$ cat src/hdl/aeqc_pkg.sv
// Package with register layout, reset values and types of the equalizer control.
package aeqc_pkg;

  // Register offset and reset value.
  localparam logic [7:0] AEQC_CTL_OFFSET = 8'h42;
  localparam logic [7:0] AEQC_CTL_RESET  = 8'h71;

  // Field positions inside the control register.
  localparam int AEQC_RSVD_BIT   = 7;
  localparam int AEQC_ERRSEL_MSB = 6;
  localparam int AEQC_ERRSEL_LSB = 4;
  localparam int AEQC_ORDER_BIT  = 3;
  localparam int AEQC_TWOSTEP_BIT = 2;
  localparam int AEQC_NEST_BIT   = 1;
  localparam int AEQC_FILT_BIT   = 0;

  // Filter setting limits and the midpoint of the sweep.
  localparam logic [3:0] AEQC_FILT_MID = 4'h7;
  localparam logic [3:0] AEQC_FILT_TOP = 4'he;

  // Fields of the control register.
  typedef struct packed {
    logic       rsvd;
    logic [2:0] error_check_select;
    logic       filter_sweep_order;
    logic       two_step_validate_en;
    logic       loop_nesting_select;
    logic       filter_adapt_en;
  } aeqc_ctl_t;

  // Per-cycle link error strobes.
  typedef struct packed {
    logic clk_bit_err;
    logic coding_seq_err;
    logic parity_err;
  } aeqc_err_t;

  // Adaptation states, one-hot.
  typedef enum logic [3:0] {
    AEQC_IDLE  = 4'h1,
    AEQC_WAIT  = 4'h2,
    AEQC_CHECK = 4'h4,
    AEQC_STEP  = 4'h8
  } aeqc_state_t;

endpackage

$ cat src/hdl/aeqc_err_window.sv
// Error selector and counter over one accumulation window.
`timescale 1ns/10ps
module aeqc_err_window
  import aeqc_pkg::*;
#(
  parameter int CNT_W = 8
) (
  // Clock and reset.
  input  wire logic             clk_in,
  input  wire logic             rst_in,
  // Control.
  input  wire logic [2:0]       select_in,
  input  wire aeqc_err_t        err_in,
  input  wire logic             clear_in,
  // Result.
  output logic [CNT_W-1:0]      count_out,
  output logic                  hit_out
);

  logic [CNT_W-1:0] count_q, count_d;
  logic             hit;

  // Only errors whose select bit is set are counted; none when all are clear.
  assign hit = (select_in[2] & err_in.clk_bit_err) |
               (select_in[1] & err_in.coding_seq_err) |
               (select_in[0] & err_in.parity_err);

  // Saturating count, restarted at the start of each window.
  always_comb begin
    count_d = count_q;
    if (clear_in) begin
      count_d = '0;
    end else if (hit && count_q != {CNT_W{1'b1}}) begin
      count_d = count_q + 1'b1;
    end
  end

  always_ff @(posedge clk_in) begin
    if (rst_in) begin
      count_q <= '0;
    end else begin
      count_q <= count_d;
    end
  end

  assign count_out = count_q;
  assign hit_out   = hit;

endmodule

$ cat src/hdl/aeqc_top.sv
// Adaptive equalizer control: register, sweep sequencer and error judge.
`timescale 1ns/10ps
module aeqc_top
  import aeqc_pkg::*;
#(
  parameter int EQ_W  = 4,
  parameter int PER_W = 16
) (
  // Clock and reset.
  input  wire logic             clk_in,
  input  wire logic             rst_in,
  // Register port.
  input  wire logic [7:0]       reg_addr_in,
  input  wire logic             reg_wr_in,
  input  wire logic [7:0]       reg_wdata_in,
  output logic [7:0]            reg_rdata_out,
  // Neighbouring register values.
  input  wire logic [PER_W-1:0] relock_period_in,
  input  wire logic [7:0]       error_threshold_in,
  input  wire logic [3:0]       filter_setting_floor_in,
  input  wire logic [3:0]       filter_setting_ceiling_in,
  // Link status.
  input  wire logic             adapt_start_in,
  input  wire logic             lock_in,
  input  wire aeqc_err_t        link_err_in,
  // Settings driven to the analog front end, and the busy status.
  output logic [EQ_W-1:0]       eq_setting_out,
  output logic [3:0]            filter_setting_out,
  output logic                  adapting_out
);

  aeqc_ctl_t        ctl_q, ctl_d;
  aeqc_state_t      st_q, st_d;
  logic [PER_W-1:0] tmr_q, tmr_d;
  logic [EQ_W-1:0]  eq_q, eq_d;
  logic [3:0]       fl_q, fl_d;
  logic             busy_q, busy_d;
  logic [7:0]       rd_q, rd_d;
  logic [7:0]       err_cnt;
  logic             err_hit;
  logic             win_clr;
  logic [PER_W-1:0] half_per;
  logic [3:0]       fl_start;
  logic             eq_last, fl_last, fl_on, pass;

  // Register write and readback; reserved bit held at zero.
  always_comb begin
    ctl_d = ctl_q;
    if (reg_wr_in && reg_addr_in == AEQC_CTL_OFFSET) begin
      ctl_d = aeqc_ctl_t'(reg_wdata_in);
    end
    ctl_d.rsvd = 1'b0;
    rd_d = 8'h00;
    if (reg_addr_in == AEQC_CTL_OFFSET) begin
      rd_d = ctl_q;
    end
  end

  always_ff @(posedge clk_in) begin
    if (rst_in) begin
      ctl_q <= aeqc_ctl_t'(AEQC_CTL_RESET);
      rd_q  <= 8'h00;
    end else begin
      ctl_q <= ctl_d;
      rd_q  <= rd_d;
    end
  end

  // Error counter over the current half-period window.
  aeqc_err_window #(
    .CNT_W (8)
  ) u_err (
    .clk_in    (clk_in),
    .rst_in    (rst_in),
    .select_in (ctl_q.error_check_select),
    .err_in    (link_err_in),
    .clear_in  (win_clr),
    .count_out (err_cnt),
    .hit_out   (err_hit)
  );

  // Sweep limits and loop end detection.
  always_comb begin
    half_per = relock_period_in >> 1;
    fl_on    = ctl_q.filter_adapt_en;
    // Start at the largest delay or the midpoint, clipped to the limits.
    fl_start = ctl_q.filter_sweep_order ? AEQC_FILT_MID
                                        : filter_setting_ceiling_in;
    if (fl_start > filter_setting_ceiling_in) begin
      fl_start = filter_setting_ceiling_in;
    end
    if (fl_start < filter_setting_floor_in) begin
      fl_start = filter_setting_floor_in;
    end
    eq_last = (eq_q == {EQ_W{1'b1}});
    fl_last = !fl_on || (fl_q == filter_setting_floor_in);
  end

  // Setting is good on lock (one-step) or on an error-free window.
  always_comb begin
    if (ctl_q.two_step_validate_en) begin
      pass = (err_cnt == 8'h00) && !err_hit;
    end else begin
      pass = lock_in;
    end
  end

  // Sequencer: apply a setting, wait, judge, then step the nested loops.
  always_comb begin
    st_d    = st_q;
    tmr_d   = tmr_q;
    eq_d    = eq_q;
    fl_d    = fl_q;
    win_clr = 1'b0;
    case (st_q)
      AEQC_IDLE: begin
        // Too many errors in a window also restarts adaptation upward.
        if (adapt_start_in || (tmr_q == half_per &&
            err_cnt > error_threshold_in)) begin
          st_d    = AEQC_WAIT;
          fl_d    = fl_on ? fl_start : fl_q;
          tmr_d   = '0;
          win_clr = 1'b1;
          if (!adapt_start_in && !eq_last) begin
            eq_d = eq_q + 1'b1;
          end
        end else if (tmr_q >= half_per) begin
          tmr_d   = '0;
          win_clr = 1'b1;
        end else begin
          tmr_d = tmr_q + 1'b1;
        end
      end
      AEQC_WAIT: begin
        tmr_d = tmr_q + 1'b1;
        if (ctl_q.two_step_validate_en && tmr_q >= half_per) begin
          st_d    = AEQC_CHECK;
          tmr_d   = '0;
          win_clr = 1'b1;
        end else if (!ctl_q.two_step_validate_en &&
                     tmr_q >= relock_period_in) begin
          st_d = pass ? AEQC_IDLE : AEQC_STEP;
          tmr_d = '0;
          win_clr = 1'b1;
        end
      end
      AEQC_CHECK: begin
        tmr_d = tmr_q + 1'b1;
        if (err_hit) begin
          st_d = AEQC_STEP;
        end else if (tmr_q >= half_per) begin
          st_d    = pass ? AEQC_IDLE : AEQC_STEP;
          tmr_d   = '0;
          win_clr = 1'b1;
        end
      end
      AEQC_STEP: begin
        st_d    = AEQC_WAIT;
        tmr_d   = '0;
        win_clr = 1'b1;
        if (ctl_q.loop_nesting_select) begin
          // Filter is the inner loop.
          if (!fl_last) begin
            fl_d = fl_q - 1'b1;
          end else begin
            fl_d = fl_on ? fl_start : fl_q;
            eq_d = eq_last ? '0 : eq_q + 1'b1;
          end
        end else begin
          // Equalizer is the inner loop.
          if (!eq_last) begin
            eq_d = eq_q + 1'b1;
          end else begin
            eq_d = '0;
            if (fl_on) begin
              fl_d = fl_last ? fl_start : fl_q - 1'b1;
            end
          end
        end
      end
      default: begin
        st_d = AEQC_IDLE;
      end
    endcase
    // Busy flag is registered so the status pin comes from a flip-flop.
    busy_d = (st_d != AEQC_IDLE);
  end

  always_ff @(posedge clk_in) begin
    if (rst_in) begin
      st_q   <= AEQC_IDLE;
      tmr_q  <= '0;
      eq_q   <= '0;
      fl_q   <= AEQC_FILT_MID;
      busy_q <= 1'b0;
    end else begin
      st_q   <= st_d;
      tmr_q  <= tmr_d;
      eq_q   <= eq_d;
      fl_q   <= fl_d;
      busy_q <= busy_d;
    end
  end

  // Outputs straight from flip-flops.
  assign reg_rdata_out      = rd_q;
  assign eq_setting_out     = eq_q;
  assign filter_setting_out = fl_q;
  assign adapting_out       = busy_q;
endmodule

$ cat config.mk
export PLATFORM = sky130hd
export DESIGN_NAME = aeqc_top
export DESIGN_NICKNAME = d
export VERILOG_FILES = /design/src/hdl/aeqc_pkg.sv /design/src/hdl/aeqc_err_window.sv /design/src/hdl/aeqc_top.sv
export SDC_FILE = /design/constraint.sdc
export NUM_CORES = 1
export LEC_CHECK = 0
export ABC_CLOCK_PERIOD_IN_PS = 3200
export BUFFER_PORTS_ARGS = -buffer_cell sky130_fd_sc_hd__buf_2
export CAP_MARGIN = 20
export CORE_ASPECT_RATIO = 1.5
export CORE_MARGIN = 4
export CORE_UTILIZATION = 50
export CTS_BUF_LIST = sky130_fd_sc_hd__clkbuf_16
export DETAILED_ROUTE_END_ITERATION = 8
export PLACE_DENSITY = 0.73
export SLEW_MARGIN = 20
export SYNTH_ARGS = -nofsm -noshare
export SYNTH_HDL_FRONTEND = slang
export SYNTH_HIERARCHICAL = 1
export SYNTH_SLANG_ARGS = --single-unit
export TNS_END_PERCENT = 10
$ cat constraint.sdc
create_clock -name clk_in -period 3.2 [get_ports clk_in]
set_input_delay 0.48 -clock clk_in [delete_from_list [all_inputs] [get_ports clk_in]]
set_output_delay 0.48 -clock clk_in [all_outputs]
set_load 0.05 [all_outputs]
==> run_results.csv <==
group,metric,value,unit
run_status,run_status,"finished clean",
route,wire_per_inst,14.3,microns
route,ant_nets,0,
floorplanning,pin_count,73,
clock_tree,cts-buffers-inserted,5,
floorplanning,fp.dieArea,0.00916,sq mm
flow_run,count_of_maximum_capacitance_violations,0,
layout,antenna-diode-count,0,
global_routing,antenna_violations_before_repair,0,
layout,ff_latch_area,0.00102,sq mm
timing,period_needed,2.93,ns
worst_setup_path,critical-path-max-stage-delay,0.43,ns
clock_tree,worst_setup_hold_path_clk_slew,0.07,ns
route,first_pass_iters,4,
logic_synthesis,synth_cell_types,67,
worst_setup_path,rrSetupSlack,0.27,ns
timing,grt_setup_unrepaired,"false",
global_routing,globalRouteMet3Util,2.43,%
logic_synthesis,yosys.area.top_type,"sky130_fd_sc_hd__dfxtp_1",
timing,final_min_period_over_clock_period,91.6,%
floorplanning,fp.dieW,79.5,microns
logic_synthesis,ys_ff_latch,51,
clock_tree,worstSkewPairLatency,0.29,ns
layout,final_design_area_no_fill,0.00452,sq mm
worst_setup_path,crit_slowest_cell,"sky130_fd_sc_hd__nor2_4",
worst_setup_path,cp_data_required_time,3.40,ns
logic_synthesis,synth.yosys.seq_area_share,26.6,%
power_and_ir_drop,power.static_leakage,2.15,nW
clock_tree,tritoncts_clock_tree,"done",
route,routed_wl,9.02,mm
global_routing,grt_first_pass_wirelength,14.9,mm
layout,fin_nets,633,
global_routing,overflow,0,
placement,gpl.final_weighted_congestion,0.857,
placement,port-buffer-count,70,
layout,multi_input_comb_area,0.00258,sq mm
timing,report.final.setup_viol,0,
route,detail_route.drc_violations,0,
floorplanning,start_util,52.0,%
route,drt_iter0_drc,163,
power_and_ir_drop,power_per_cell_area,364,mW/mm^2
logic_synthesis,post_synth_edffs,0,
global_routing,grt_start_max_net_pins,25,
power_and_ir_drop,total_power,0.00164,W
worst_setup_path,worst-r2r-cell-count,8,
logic_synthesis,synth_area_per_cell,8.48,sq um
route,route.vias.total,3577,
placement,detailed_place.area,0.00434,sq mm
global_routing,met2_usage,37.9,%
worst_setup_path,path_delay_family,"compound AO/OA/AOI/OAI gates",
logic_synthesis,netlist.area_leader.share,26.6,%
clock_tree,cts_post_setup_buffers_inserted,0,
logic_synthesis,asyncSetResetFlopFracSynth,0,%
placement,detailedPlacementHpwl,7.22,mm
timing,hold_violations,0,
logic_synthesis,synthesis.yosys.warnings,6,
timing,slew_viol_final,0,
worst_setup_path,worstPathCellList,"ha_1, and3_1, o311a_1, o31ai_2, a311oi_4, nor2_4, nand3_1, o31ai_1",
timing,achievable-frequency,0.341,GHz
worst_setup_path,setup.worst_path.end_class,"flip-flop",
clock_tree,cts-htree-levels,2,
worst_setup_path,crit_cells,8,
worst_hold_path,worst_hold_path_cells,3,
global_routing,groute.usage.overall,19.7,%
worst_setup_path,critical_path_buf_inv_count,0,
power_and_ir_drop,worst_ir_drop_vdd,0.000278,V
logic_synthesis,synth_area_leaders,"sky130_fd_sc_hd__dfxtp_1, sky130_fd_sc_hd__ha_1, sky130_fd_sc_hd__mux2i_1",
global_routing,number_of_global_route_vias_before_repair,3408,
worst_setup_path,critical_path.startpoint_type,"flip-flop",
clock_tree,clock_sinks,51,
logic_synthesis,synth_nets,554,
floorplanning,coreArea,0.00737,sq mm
route,vias_per_cell,5.66,
timing,slew-limit-headroom,56.7,%
layout,final_layout_size_suffix_gt1_share,21.6,%
floorplanning,rows,38,
logic_synthesis,syn_inst,452,
timing,timing_worst_slew_pin_value,0.641,ns
logic_synthesis,dominantRegCellSynth,"sky130_fd_sc_hd__dfxtp_1",
clock_tree,cell_at_the_root_of_the_clock_tree,"sky130_fd_sc_hd__clkbuf_16",
worst_hold_path,holdCritPathClass,"in -> reg",
global_routing,grt-busiest-layer,"met2",
timing,post_route_skew,0.00738,ns
layout,num-fill-cells,662,
global_routing,grt.met1_usage,22.3,%
clock_tree,cts-root-to-sink-buffers,2,
floorplanning,floorplan.die.height,115,microns
worst_setup_path,critPathMaxFanout,22,
worst_setup_path,cp.arrival,3.13,ns
worst_setup_path,path_class,"reg -> reg",
layout,area.growth.synth_to_final,17.8,%
logic_synthesis,synthesis.area,0.00383,sq mm
==> Yosys cell counts (all sizes together), types with 4 or more instances <==
library cell	n
a211oi	5
a41oi	6
nor2	33
a21oi	20
o21ai	20
and3	10
nor2b	5
nand2b	4
buf	8
nand2	28
a2111oi	4
nor3	10
dfxtp	51
clkbuf	5
mux2i	17
nand4	9
a211o	4
a31oi	9
xor2	7
o31ai	5
ha	46
xnor2	6
inv	41
or2	5
and4	8
a21o	5
and2	14
nor4b	5
nand3	22
==> cell families (layout without fill, tap and decap cells) <==
family / after synthesis / in the layout / share of synthesized area, %
AO/OA/AOI/OAI: 101 / 101 / 20.0
XOR/XNOR: 13 / 13 / 2.97
adder cells (fa/ha/maj): 46 / 46 / 15.0
buffers and inverters: 54 / 134 / 6.07
flip-flops: 51 / 51 / 26.6
multiplexers: 18 / 18 / 4.73
other: 1 / 1 / 0.0978
AND/OR/NAND/NOR: 168 / 168 / 24.5
==> cell type report <==
| type | count | share of cell area, % |
|---|---|---|
| flip-flops and latches | 51 | 22.6 |
| well taps | 100 | 2.77 |
| clock buffers | 5 | 2.77 |
| multi-input cells | 347 | 57.2 |
| repair buffers | 85 | 10.3 |
| inverters | 41 | 3.41 |
| clock inverters | 3 | 0.942 |
==> path summary, 6_finish.rpt <==
path,startpoint,to
setup / recovery,tmr_q[6],tmr_q[6]
hold / removal,reg_wdata_in[4],ctl_q[4]
setup reg to reg,tmr_q[6],tmr_q[6]
hold reg to reg,ctl_q[4],reg_rdata_out[4]
==> cell usage in the layout, fill, tap and decap left out, types with 6 or more instances in the layout <==
master	n
sky130_fd_sc_hd__buf_2	70
sky130_fd_sc_hd__dfxtp_1	51
sky130_fd_sc_hd__ha_1	46
sky130_fd_sc_hd__inv_1	40
sky130_fd_sc_hd__nor2_1	32
sky130_fd_sc_hd__nand2_1	28
sky130_fd_sc_hd__nand3_1	22
sky130_fd_sc_hd__a21oi_1	20
sky130_fd_sc_hd__mux2i_1	17
sky130_fd_sc_hd__buf_4	15
sky130_fd_sc_hd__o21ai_0	14
sky130_fd_sc_hd__and2_1	14
sky130_fd_sc_hd__nor3_1	10
sky130_fd_sc_hd__and3_1	10
sky130_fd_sc_hd__nand4_1	9
sky130_fd_sc_hd__a31oi_1	9
sky130_fd_sc_hd__xor2_1	7
sky130_fd_sc_hd__and4_1	6
sky130_fd_sc_hd__o21ai_1	6
sky130_fd_sc_hd__xnor2_1	6
==> worst min-delay path: stages <==
cell	delay [ns]
sky130_fd_sc_hd__buf_2	0.08
sky130_fd_sc_hd__mux2i_1	0.05
sky130_fd_sc_hd__nand2_1	0.06
==> stage by stage <==
stage          utilization (%)  cells  hold slack, ns  setup TNS, ns  setup WS [ns]
6_report                  61.3    632           0.411              0          0.270
5_1_grt                   61.3    632           0.414              0         0.0301
4_1_cts                   61.3    632           0.406              0          0.250
3_5_place_dp              58.9    624           0.483          -2.22         -0.401
3_3_place_gp              58.9    624           0.470          -1.33         -0.229
2_1_floorplan                -    452           0.452              0          0.425
==> registers in the layout, summed over array words and instances (netlist names) <==
register            flops
filter_setting_out      4
ctl_q                   6
u_err/count_out         8
eq_setting_out          4
fl_on                   1
st_q                    4
reg_rdata_out           7
tmr_q                  16
adapting_out            1
==> power breakdown <==
group | switching, W | internal, W
sequential | 0.0000255 | 0.000657
combinational | 0.000215 | 0.000142
clock | 0.000235 | 0.000369
total | 0.000476 | 0.00117
==> per-layer routing <==
layer / wire (microns) / part of all wire [%]
met3: 383 / 4.2
met4: 155 / 1.7
met5: 0 / 0
met2: 4820 / 53
met1: 3660 / 41
==> timing repair <==
action                     in CTS  in global routing
resized for setup               1                  0
hold buffers                    0                  0
setup endpoints to repair       4                  0
Power figures use the tool's default switching activity.
